==> src/verilog/partition_id_pkg.sv <==
/*
  Constants for the resource partition identification register bank.
  Assumes a 32-bit word-addressed read port with byte offsets inside one feature frame.
*/
package partition_id_pkg;
  localparam logic [11:0] OFS_ARCH_REV    = 12'h020;
  localparam logic [11:0] OFS_PORTION     = 12'h030;
  localparam logic [11:0] OFS_CAPACITY    = 12'h038;
  localparam logic [11:0] OFS_STORAGE_MON = 12'h088;
  localparam logic [3:0]  ARCH_MAJOR      = 4'h1;
  localparam logic [3:0]  ARCH_MINOR      = 4'h0;
  localparam int          CAP_WD_MSB      = 5;
  localparam int          PORT_WD_MSB     = 15;
  localparam int          MON_CNT_MSB     = 15;
  localparam int          CAPTURE_BIT     = 31;
  localparam int          BITMAP_WORD     = 32;
  localparam int          BITMAP_MAX_REGS = 1024;
  localparam logic [31:0] RDATA_RESET     = 32'h0000_0000;
  localparam int          NUM_FRAMES      = 2;
endpackage : partition_id_pkg

==> src/verilog/partition_id_regs.sv <==
/*
  Read-only identification register bank seen through a Secure and a Non-secure frame.
  Assumes a simple synchronous read/write port; a frame select picks the requesting frame.
*/
`timescale 1ns/1ns
module partition_id_regs (
  input  wire logic        mclk,
  input  wire logic        reset_n,
  input  wire logic        req_valid,
  input  wire logic        req_write,
  input  wire logic        req_secure,
  input  wire logic [11:0] req_offset,
  input  wire logic [31:0] req_wdata,
  output logic      [31:0] rd_data_q,
  output logic             rd_valid_q,
  input  wire logic [partition_id_pkg::CAP_WD_MSB:0]  s_capacity_fraction_width,
  input  wire logic [partition_id_pkg::PORT_WD_MSB:0] s_portion_bitmap_width,
  input  wire logic [partition_id_pkg::MON_CNT_MSB:0] s_storage_monitor_count,
  input  wire logic [partition_id_pkg::CAP_WD_MSB:0]  ns_capacity_fraction_width,
  input  wire logic [partition_id_pkg::PORT_WD_MSB:0] ns_portion_bitmap_width,
  input  wire logic [partition_id_pkg::MON_CNT_MSB:0] ns_storage_monitor_count,
  input  wire logic        capture_supported,
  input  wire logic        capacity_feature_flag,
  input  wire logic        portion_feature_flag,
  input  wire logic        monitoring_feature_flag,
  input  wire logic        storage_usage_monitor,
  output logic      [10:0] s_bitmap_regs,
  output logic      [10:0] ns_bitmap_regs
);
  import partition_id_pkg::*;

  logic [31:0] cap_w  [NUM_FRAMES];
  logic [31:0] por_w  [NUM_FRAMES];
  logic [31:0] sto_w  [NUM_FRAMES];
  logic [10:0] regs_w [NUM_FRAMES];
  logic [31:0] arch_word;
  logic [31:0] rd_data_d;
  logic        frame_idx;
  logic [15:0] bmp_width [NUM_FRAMES];
  logic [31:0] bmp_bits  [NUM_FRAMES];
  logic [31:0] bmp_span  [NUM_FRAMES];
  logic [CAP_WD_MSB:0] cap_strap [NUM_FRAMES];

  // Index 0 is the Secure frame, index 1 the Non-secure frame.
  frame_id_values u_sec (
    .capacity_fraction_width (s_capacity_fraction_width),
    .portion_bitmap_width    (s_portion_bitmap_width),
    .storage_monitor_count   (s_storage_monitor_count),
    .capture_supported       (capture_supported),
    .capacity_feature_flag   (capacity_feature_flag),
    .portion_feature_flag    (portion_feature_flag),
    .monitoring_feature_flag (monitoring_feature_flag),
    .storage_usage_monitor   (storage_usage_monitor),
    .capacity_word           (cap_w[0]),
    .portion_word            (por_w[0]),
    .storage_word            (sto_w[0]),
    .bitmap_regs             (regs_w[0])
  );
  frame_id_values u_nsec (
    .capacity_fraction_width (ns_capacity_fraction_width),
    .portion_bitmap_width    (ns_portion_bitmap_width),
    .storage_monitor_count   (ns_storage_monitor_count),
    .capture_supported       (capture_supported),
    .capacity_feature_flag   (capacity_feature_flag),
    .portion_feature_flag    (portion_feature_flag),
    .monitoring_feature_flag (monitoring_feature_flag),
    .storage_usage_monitor   (storage_usage_monitor),
    .capacity_word           (cap_w[1]),
    .portion_word            (por_w[1]),
    .storage_word            (sto_w[1]),
    .bitmap_regs             (regs_w[1])
  );

  assign s_bitmap_regs  = regs_w[0];
  assign ns_bitmap_regs = regs_w[1];
  assign frame_idx      = ~req_secure;
  assign arch_word      = {24'h00_0000, ARCH_MAJOR, ARCH_MINOR};
  assign bmp_width[0]   = s_portion_bitmap_width;
  assign bmp_width[1]   = ns_portion_bitmap_width;
  assign cap_strap[0]   = s_capacity_fraction_width;
  assign cap_strap[1]   = ns_capacity_fraction_width;

  // Writes select nothing, so every register keeps its value and a write has no answer data.
  always_comb begin
    rd_data_d = 32'h0000_0000;
    if (req_valid && !req_write) begin
      unique case (req_offset)
        OFS_ARCH_REV:    rd_data_d = arch_word;
        OFS_PORTION:     rd_data_d = por_w[frame_idx];
        OFS_CAPACITY:    rd_data_d = cap_w[frame_idx];
        OFS_STORAGE_MON: rd_data_d = sto_w[frame_idx];
        default:         rd_data_d = 32'h0000_0000;
      endcase
    end
  end

  always_ff @(posedge mclk or negedge reset_n) begin
    if (!reset_n) begin
      rd_data_q <= RDATA_RESET;
    end else begin
      rd_data_q <= rd_data_d;
    end
  end

  always_ff @(posedge mclk or negedge reset_n) begin
    if (!reset_n) begin
      rd_valid_q <= 1'b0;
    end else begin
      rd_valid_q <= req_valid;
    end
  end

  // Answers are checked one cycle after the request because the read port is registered.
  AST_ARCH_SAME: assert property (@(posedge mclk) disable iff (!reset_n)
    req_valid && !req_write && req_offset == OFS_ARCH_REV
    |=> rd_data_q == 32'h0000_0010)
    else $error("architecture word wrong");
  AST_ARCH_RESERVED: assert property (@(posedge mclk) disable iff (!reset_n)
    req_valid && !req_write && req_offset == OFS_ARCH_REV |=> rd_data_q[31:8] == 0)
    else $error("architecture reserved bits set");
  AST_CAP_ABSENT: assert property (@(posedge mclk) disable iff (!reset_n)
    req_valid && req_offset == OFS_CAPACITY && !capacity_feature_flag |=> rd_data_q == 0)
    else $error("absent capacity register not zero");
  AST_POR_ABSENT: assert property (@(posedge mclk) disable iff (!reset_n)
    req_valid && req_offset == OFS_PORTION && !portion_feature_flag |=> rd_data_q == 0)
    else $error("absent portion register not zero");
  AST_STO_ABSENT: assert property (@(posedge mclk) disable iff (!reset_n)
    req_valid && req_offset == OFS_STORAGE_MON && !(monitoring_feature_flag
    && storage_usage_monitor) |=> rd_data_q == 0)
    else $error("absent storage register not zero");

  AST_CAP_FIELD: assert property (@(posedge mclk) disable iff (!reset_n)
    req_valid && !req_write && req_offset == OFS_CAPACITY && capacity_feature_flag
    |=> rd_data_q[31:6] == 0 && rd_data_q[5:0] == ($past(req_secure)
    ? $past(s_capacity_fraction_width) : $past(ns_capacity_fraction_width)))
    else $error("capacity field wrong");
  AST_CAP_RANGE: assert property (@(posedge mclk) disable iff (!reset_n)
    req_valid && !req_write && req_offset == OFS_CAPACITY && capacity_feature_flag
    |=> rd_data_q[5:0] >= 6'h01 && rd_data_q[5:0] <= 6'h10)
    else $error("capacity fraction width out of range");
  AST_POR_FIELD: assert property (@(posedge mclk) disable iff (!reset_n)
    req_valid && !req_write && req_offset == OFS_PORTION && portion_feature_flag
    |=> rd_data_q[31:16] == 0 && rd_data_q[15:0] == ($past(req_secure)
    ? $past(s_portion_bitmap_width) : $past(ns_portion_bitmap_width)))
    else $error("portion field wrong");
  AST_POR_RANGE: assert property (@(posedge mclk) disable iff (!reset_n)
    req_valid && !req_write && req_offset == OFS_PORTION && portion_feature_flag
    |=> rd_data_q[15:0] <= 16'h8000)
    else $error("portion bitmap width out of range");
  AST_STO_FIELD: assert property (@(posedge mclk) disable iff (!reset_n)
    req_valid && !req_write && req_offset == OFS_STORAGE_MON && monitoring_feature_flag
    && storage_usage_monitor |=> rd_data_q[31] == $past(capture_supported)
    && rd_data_q[30:16] == 0)
    else $error("storage word wrong");
  AST_STO_COUNT: assert property (@(posedge mclk) disable iff (!reset_n)
    req_valid && !req_write && req_offset == OFS_STORAGE_MON && monitoring_feature_flag
    && storage_usage_monitor |=> rd_data_q[15:0] == ($past(req_secure)
    ? $past(s_storage_monitor_count) : $past(ns_storage_monitor_count)))
    else $error("storage monitor count wrong");
  AST_STO_CAPT_OFF: assert property (@(posedge mclk) disable iff (!reset_n)
    req_valid && !req_write && req_offset == OFS_STORAGE_MON && !capture_supported
    |=> !rd_data_q[31])
    else $error("capture bit set without capture support");

  AST_WRITE_NO_DATA: assert property (@(posedge mclk) disable iff (!reset_n)
    req_valid && req_write |=> rd_valid_q && rd_data_q == 0)
    else $error("write returned data");
  AST_WDATA_IGNORED: assert property (@(posedge mclk) disable iff (!reset_n)
    req_valid && req_write && req_wdata != 32'h0000_0000 |=> rd_data_q == 0)
    else $error("write data reached the read port");
  AST_ANSWER_VALID: assert property (@(posedge mclk) disable iff (!reset_n)
    req_valid |=> rd_valid_q)
    else $error("access not answered");
  AST_IDLE_QUIET: assert property (@(posedge mclk) disable iff (!reset_n)
    !req_valid |=> !rd_valid_q && rd_data_q == 0)
    else $error("answer without an access");
  AST_BITMAP_REGS: assert property (@(posedge mclk) disable iff (!reset_n)
    portion_feature_flag && s_portion_bitmap_width == 16'h0021 |-> s_bitmap_regs == 2)
    else $error("bitmap register count wrong");
  AST_UNMAPPED: assert property (@(posedge mclk) disable iff (!reset_n)
    req_valid && req_offset == 12'h024 |=> rd_data_q == 0)
    else $error("unmapped offset not zero");

  // Width zero stands for the largest bitmap; the span is checked on bit counts, not slices.
  for (genvar g = 0; g < NUM_FRAMES; g++) begin : g_frame_check
    assign bmp_bits[g] = (bmp_width[g] == 16'h0000) ? 32'h0000_8000
                         : {16'h0000, bmp_width[g]};
    assign bmp_span[g] = {21'h00_0000, regs_w[g]} * BITMAP_WORD;
    AST_BITMAP_SPAN: assert property (@(posedge mclk) disable iff (!reset_n)
      portion_feature_flag |-> bmp_span[g] >= bmp_bits[g]
      && bmp_span[g] < bmp_bits[g] + BITMAP_WORD)
      else $error("bitmap register count does not cover the width");
    AST_BITMAP_MAX: assert property (@(posedge mclk) disable iff (!reset_n)
      regs_w[g] <= BITMAP_MAX_REGS)
      else $error("bitmap register count above the limit");
    AST_BITMAP_ABSENT: assert property (@(posedge mclk) disable iff (!reset_n)
      !portion_feature_flag |-> regs_w[g] == 11'h000)
      else $error("bitmap registers reported without the feature");
    AST_WORD_RESERVED: assert property (@(posedge mclk) disable iff (!reset_n)
      cap_w[g][31:6] == 0 && por_w[g][31:16] == 0 && sto_w[g][30:16] == 0)
      else $error("reserved bits set in a frame word");
    AST_WORD_ABSENT: assert property (@(posedge mclk) disable iff (!reset_n)
      (capacity_feature_flag || cap_w[g] == 0) && (portion_feature_flag || por_w[g] == 0)
      && ((monitoring_feature_flag && storage_usage_monitor) || sto_w[g] == 0))
      else $error("absent register word not zero in a frame");
    AST_WORD_PRESENT: assert property (@(posedge mclk) disable iff (!reset_n)
      capacity_feature_flag && portion_feature_flag |-> cap_w[g][5:0] == cap_strap[g]
      && por_w[g][15:0] == bmp_width[g])
      else $error("frame word does not describe its own frame");
  end

  COV_ARCH_NS: cover property (@(posedge mclk) disable iff (!reset_n)
    req_valid && !req_secure && req_offset == OFS_ARCH_REV);
  COV_CAP_S: cover property (@(posedge mclk) disable iff (!reset_n)
    req_valid && req_secure && req_offset == OFS_CAPACITY && capacity_feature_flag);
  COV_STO_CAPT: cover property (@(posedge mclk) disable iff (!reset_n)
    req_valid && req_offset == OFS_STORAGE_MON && capture_supported);
  COV_WRITE: cover property (@(posedge mclk) disable iff (!reset_n) req_valid && req_write);
  COV_BITMAP_MAX: cover property (@(posedge mclk) disable iff (!reset_n)
    ns_bitmap_regs == 11'h400);
endmodule : partition_id_regs

==> src/verilog/frame_id_values.sv <==
/*
  Per-frame identification value former for one feature frame.
  Assumes the feature settings of its frame are static straps from the integration.
*/
`timescale 1ns/1ns
module frame_id_values (
  input  wire logic [partition_id_pkg::CAP_WD_MSB:0]  capacity_fraction_width,
  input  wire logic [partition_id_pkg::PORT_WD_MSB:0] portion_bitmap_width,
  input  wire logic [partition_id_pkg::MON_CNT_MSB:0] storage_monitor_count,
  input  wire logic                                   capture_supported,
  input  wire logic                                   capacity_feature_flag,
  input  wire logic                                   portion_feature_flag,
  input  wire logic                                   monitoring_feature_flag,
  input  wire logic                                   storage_usage_monitor,
  output logic      [31:0]                            capacity_word,
  output logic      [31:0]                            portion_word,
  output logic      [31:0]                            storage_word,
  output logic      [10:0]                            bitmap_regs
);
  import partition_id_pkg::*;

  logic storage_present;
  logic [14:0] width_m1;

  // Both monitoring flags gate the storage register, not either one alone.
  assign storage_present = monitoring_feature_flag & storage_usage_monitor;

  always_comb begin
    capacity_word = 32'h0000_0000;
    portion_word  = 32'h0000_0000;
    storage_word  = 32'h0000_0000;
    if (capacity_feature_flag) begin
      capacity_word[CAP_WD_MSB:0] = capacity_fraction_width;
    end
    if (portion_feature_flag) begin
      portion_word[PORT_WD_MSB:0] = portion_bitmap_width;
    end
    if (storage_present) begin
      storage_word[MON_CNT_MSB:0] = storage_monitor_count;
      storage_word[CAPTURE_BIT]   = capture_supported;
    end
  end

  // Widths 0 and 32768 share bits [14:0], so both wrap to 32767 and give 1024 registers.
  assign width_m1    = portion_bitmap_width[14:0] - 15'h0001;
  assign bitmap_regs = portion_feature_flag ? {1'b0, width_m1[14:5]} + 11'h001 : 11'h000;
endmodule : frame_id_values

==> config.mk <==
export PLATFORM = sky130hd
export DESIGN_NAME = partition_id_regs
export DESIGN_NICKNAME = d
export VERILOG_FILES = /design/src/verilog/partition_id_pkg.sv /design/src/verilog/partition_id_regs.sv /design/src/verilog/frame_id_values.sv
export SDC_FILE = /design/constraint.sdc
export NUM_CORES = 1
export LEC_CHECK = 0
export ABC_AREA = 1
export ABC_CLOCK_PERIOD_IN_PS = 2200
export CORE_ASPECT_RATIO = 0.8
export CORE_MARGIN = 8
export CORE_UTILIZATION = 57
export DETAILED_ROUTE_END_ITERATION = 7
export DONT_BUFFER_PORTS = 1
export PLACE_DENSITY = 0.81
export RECOVER_POWER = 25
export SKIP_CTS_REPAIR_TIMING = 1
export SLEW_MARGIN = 5
export SYNTH_ARGS = -nofsm -noshare
export SYNTH_HDL_FRONTEND = slang
export SYNTH_HIERARCHICAL = 1
export SYNTH_SLANG_ARGS = --single-unit
==> constraint.sdc <==
create_clock -name mclk -period 2.2 [get_ports mclk]
set_input_delay 0.44 -clock mclk [delete_from_list [all_inputs] [get_ports mclk]]
set_output_delay 0.44 -clock mclk [all_outputs]
set_load 0.005 [all_outputs]
**After elaboration in Yosys (flattened, before gate mapping)**

Index checks and enable logic that the tools add are counted.

- $add $sub $neg: 4
- Equal/unequal tests: 4
- Bitwise gates (word level): 3
- Multiplexer cells: 20
- Reduce and logical (&&, ||, !) cells: 2
- $lt $le $gt $ge: 1

Operator list:

| cell | count |
|---|---|
| two-way mux 32 bit | 7 |
| one-hot mux 32 bit (4 select lines) | 1 |
| two-way mux 16 bit | 6 |
| == test 12 x 6 -> 1 bit (second input constant) | 3 |
| subtractor 15 x 1 -> 15 bit (second input constant) | 2 |
| adder 10 x 1 -> 11 bit (second input constant) | 2 |
| two-way mux 11 bit | 2 |
| two-way mux 6 bit | 3 |
| == test 12 x 8 -> 1 bit (second input constant) | 1 |
| >= comparator 2 bit (second input constant) | 1 |
| inverter 1 -> 2 bit | 1 |
| bitwise AND 1 bit | 1 |
| logical AND 1 bit | 1 |
| logical NOT 1 bit | 1 |
| two-way mux 1 bit | 1 |
| inverter 1 bit | 1 |

- Output and inout port bits: 55
- Bits in registers: 33
- Bits of input ports: 130
- Logic and storage cells: 36

**Longest topological paths before layout**

- Depth in word-level cells: 7
- Mapped depth: 12

**Modules after synthesis**

The synthesis kept the hierarchy.

Modules (own cells, without submodules):

| module | instances | area an instance (µm²) | cells each |
|---|---|---|---|
| partition_id_regs | 1 | 3144.3 | 523 |
| frame_id_values | 2 | 1325.0 | 260 |

**Worst setup path after synthesis**

No wires, ideal clock.

- Kind: in2out
- Start: input ns_portion_bitmap_width[4] (netlist bit)
- End: output ns_bitmap_regs[6]
- Stages on the path: 10
- Arrival: 1.472 ns
- Setup slack: 0.288 ns
- Data required time: 1.760 ns
- Path buffers: 0
- Cells stage by stage: nor2_1 -> nand2_2 -> inv_1 -> nand2_2 -> nand2_2 -> ha_1 -> nand3_2 -> nor2_4 -> nand2_1 -> a21oi_1

- Cells in the longest elaborated chain, start to end: 3

Ends and longest elaborated chain:

| item | line | text |
|---|---|---|
| start: declaration | partition_id_regs.sv:20 | `input wire logic [partition_id_pkg::PORT_WD_MSB:0] ns_portion_bitmap_width,` |
| subtractor 15 x 1 -> 15 bit | frame_id_values.sv:45 | `assign width_m1 = portion_bitmap_width[14:0] - 15'h0001;` |
| adder 10 x 1 -> 11 bit | frame_id_values.sv:46 | `assign bitmap_regs = portion_feature_flag ? {1'b0, width_m1[14:5]} + 11'h001 : 11'h000;` |
| two-way mux 11 bit | frame_id_values.sv:46 |  |
| end: declaration | partition_id_regs.sv:28 | `output logic [10:0] ns_bitmap_regs` |

Every way passes these cells.

**Final worst setup path**

Ends and elaborated chain as after synthesis.

==> results.md <==
- CTS buffer count: 5
- Via count: 5,287
- Slew Viols, Final: 0
- Crit path buf inv count: 1
- Rel. slew slack: 47.0%
- Vias in the first global route: 4,631
- Critical path's top delay family: simple AND/OR/NAND/NOR gates
- Die width: 129 µm
- Tightest Hold Check Type: in -> reg
- Final TNS setup: 0 ns
- Max-Cap Viols: 0
- Crit-path max FO: 4
- Register area share after synthesis: 14.3%
- Count of state elements after synthesis: 33
- Most common cell in the netlist: nand2_1
- Post-synthesis cell area: 5790 µm²
- Fin util: 54.5%
- Share of cells above drive strength 1: 8.15%
- H-Tree Depth: 2
- Placed cell count: 1,149
- Synth area leader: nand2_1
- First-pass GRT wire length: 22,300 µm
- Final min period: 2.04 ns
- Post-synth EDFFs: 0
- Drt initial violations: 397
- Drt total wl: 14,000 µm
- Crit path cell chain: nor2_2 > nand2_2 > inv_1 > nand2_2 > nand2_2 > ha_1 > nand3_2 > nor2_4 > nand2_1 > a21oi_1
- DRC: 0
- Placeable Area: 10,100 µm²
- CTS Buffer Depth: 2
- DIE AREA: 13,700 µm²
- Starting Density: 57.5%
- Global route overflow: 0
- WHS: 0.193 ns
- Synth top area share: 23.2%
- Final net count: 1,150
- Post-route insts no fill: 1,159
- Mapped Cells: 1,043
- Most frequent CP cell: nand2_2
- Crit path capture type: primary output
- Gpl congestion: 0.974
- Mean cell area of the mapped netlist: 5.56 µm²
- Pwr/cell area: 311 nW/µm²
- Die height: 106 µm
- Fin. Hold Viols: 0
- TritonCTS Sinks: 33
- Syn. warnings: 6
- Worst setup SP type: primary input
- Max Freq: 0.489 GHz
- Top Ports: 185
- Clk pin slew, worst setup/hold paths: 0.05 ns
- Vias per std cell: 4.56
- HPWL after detailed placement: 10,800 µm
- RSZ-0062 raised after global routing: false
- Dominant synthesized flop cell: dfrtp_1
- Ys async rst share: 100%
- Pleak: 3.72 nW
- Distinct cell type count after synthesis: 26
- IR drop worst, VDD: 0.000208 V
- DRT Pass-1 Iters: 7
- # diodes: 0
- Root Buffer Master: clkbuf_16
- Crit path arrival time: 1.60 ns
- Initial antenna violation count: 0
- Synth area leaders: nand2_1, buf_4, dfrtp_1
- Area grow syn2layout: -5.18%
- IO Port Bufs: 0
- Commonest cells in the netlist: nand2_1, nor2_1, buf_4, inv_1, nand3_1
- Max incr delay on CP: 0.20 ns
- Setup-failing EPs final: 0
- Row count: 33
- Largest net degree at the start of global routing: 98
- Antenna-violating nets left: 0
- Crit-path slowest cell: ha_1
- WP data required: 1.76 ns
- CTS tree: built
- Status: completed
- Critical path type: in -> out
- Fin crit share: 92.9%
- Worst slew pin tran: 0.795 ns
- Drt wl/cell: 12.1 µm
- Overall routing resource usage: 19.8%
## routing by layer
metal / wire [µm] / up-vias / global-route usage, % / part of all wire [%]
met2: 6160 / 166 / 31.0 / 44
met3: 1100 / 21 / 3.85 / 7.9
li1: - / 2832 / - / -
met5: 0 / - / 0 / 0
met1: 6470 / 2268 / 26.9 / 46
met4: 282 / 0 / 5.69 / 2.0
## cells by family after synthesis
logic type	after synthesis	share of synthesized area, %
DFF	33	14.3
buffers and inverters	279	27.7
other	2	0.130
xor gates and xnor gates	2	0.302
and+or+nand+nor	673	49.8
adders and majority gates	2	0.432
AOI/OAI and AO/OA	21	2.03
muxes	31	5.36
## final timing paths
path | start | to | slack [ns] | cells after the start
setup / recovery | ns_portion_bitmap_width[4] | ns_bitmap_regs[6] | 0.16 | 10
hold / removal | req_valid | rd_valid_q$_DFF_PN0_ | 0.19 | 0
max in group asynchronous | reset_n | rd_data_q[10]$_DFF_PN0_ | 0.91 | 2
min in group asynchronous | reset_n | rd_data_q[28]$_DFF_PN0_ | 0.79 | 2
## metrics by stage
stage          total power, mW  instance area [µm²]  worst slack [ns]
2_1_floorplan             1.17                 6210             0.288
3_3_place_gp              1.03                 5330             0.164
3_5_place_dp              1.03                 5330             0.124
4_1_cts                   1.69                 5470             0.126
5_1_grt                   1.83                 5490           0.00393
6_report                  1.71                 5490             0.156
## report_power, final
group / internal, mW / switching, mW / total [mW] / leakage [nW]
Clock: 0.414 / 0.247 / 0.660 / 0.0696
Combinational: 0.154 / 0.283 / 0.436 / 3.19
Sequential: 0.609 / 0.000467 / 0.609 / 0.459
## cell type report
cell class | count | area [µm²]
Tap cell | 140 | 175
Timing Repair Buffer | 14 | 105
Sequential cell | 33 | 826
Fill cell | 1084 | 4580
Clock inverter | 3 | 17.5
Clock buffer | 5 | 125
Inverter | 121 | 454
Multi-Input combinational cell | 843 | 3790
## layout by cell type, fill, tap and decap left out, types with 5 or more instances in the layout
cell type  Yosys  final
a21oi_1       10     10
buf_4        130     12
clkbuf_16      0      5
conb_1         2    114
dfrtp_1       33     33
inv_1        118    118
mux2i_1       31     31
nand2_1      358    358
nand2_2       23     23
nand2_4        5      5
nand3_1       79     79
nor2_1       176    174
nor2_2        13     15
nor2_4         9      9
o21ai_0        8      8
## registers in the layout (all words and copies together) (netlist names)
signal / cells
rd_valid_q: 1
rd_data_q: 32
Note: power is estimated with default switching activity, not from simulation.
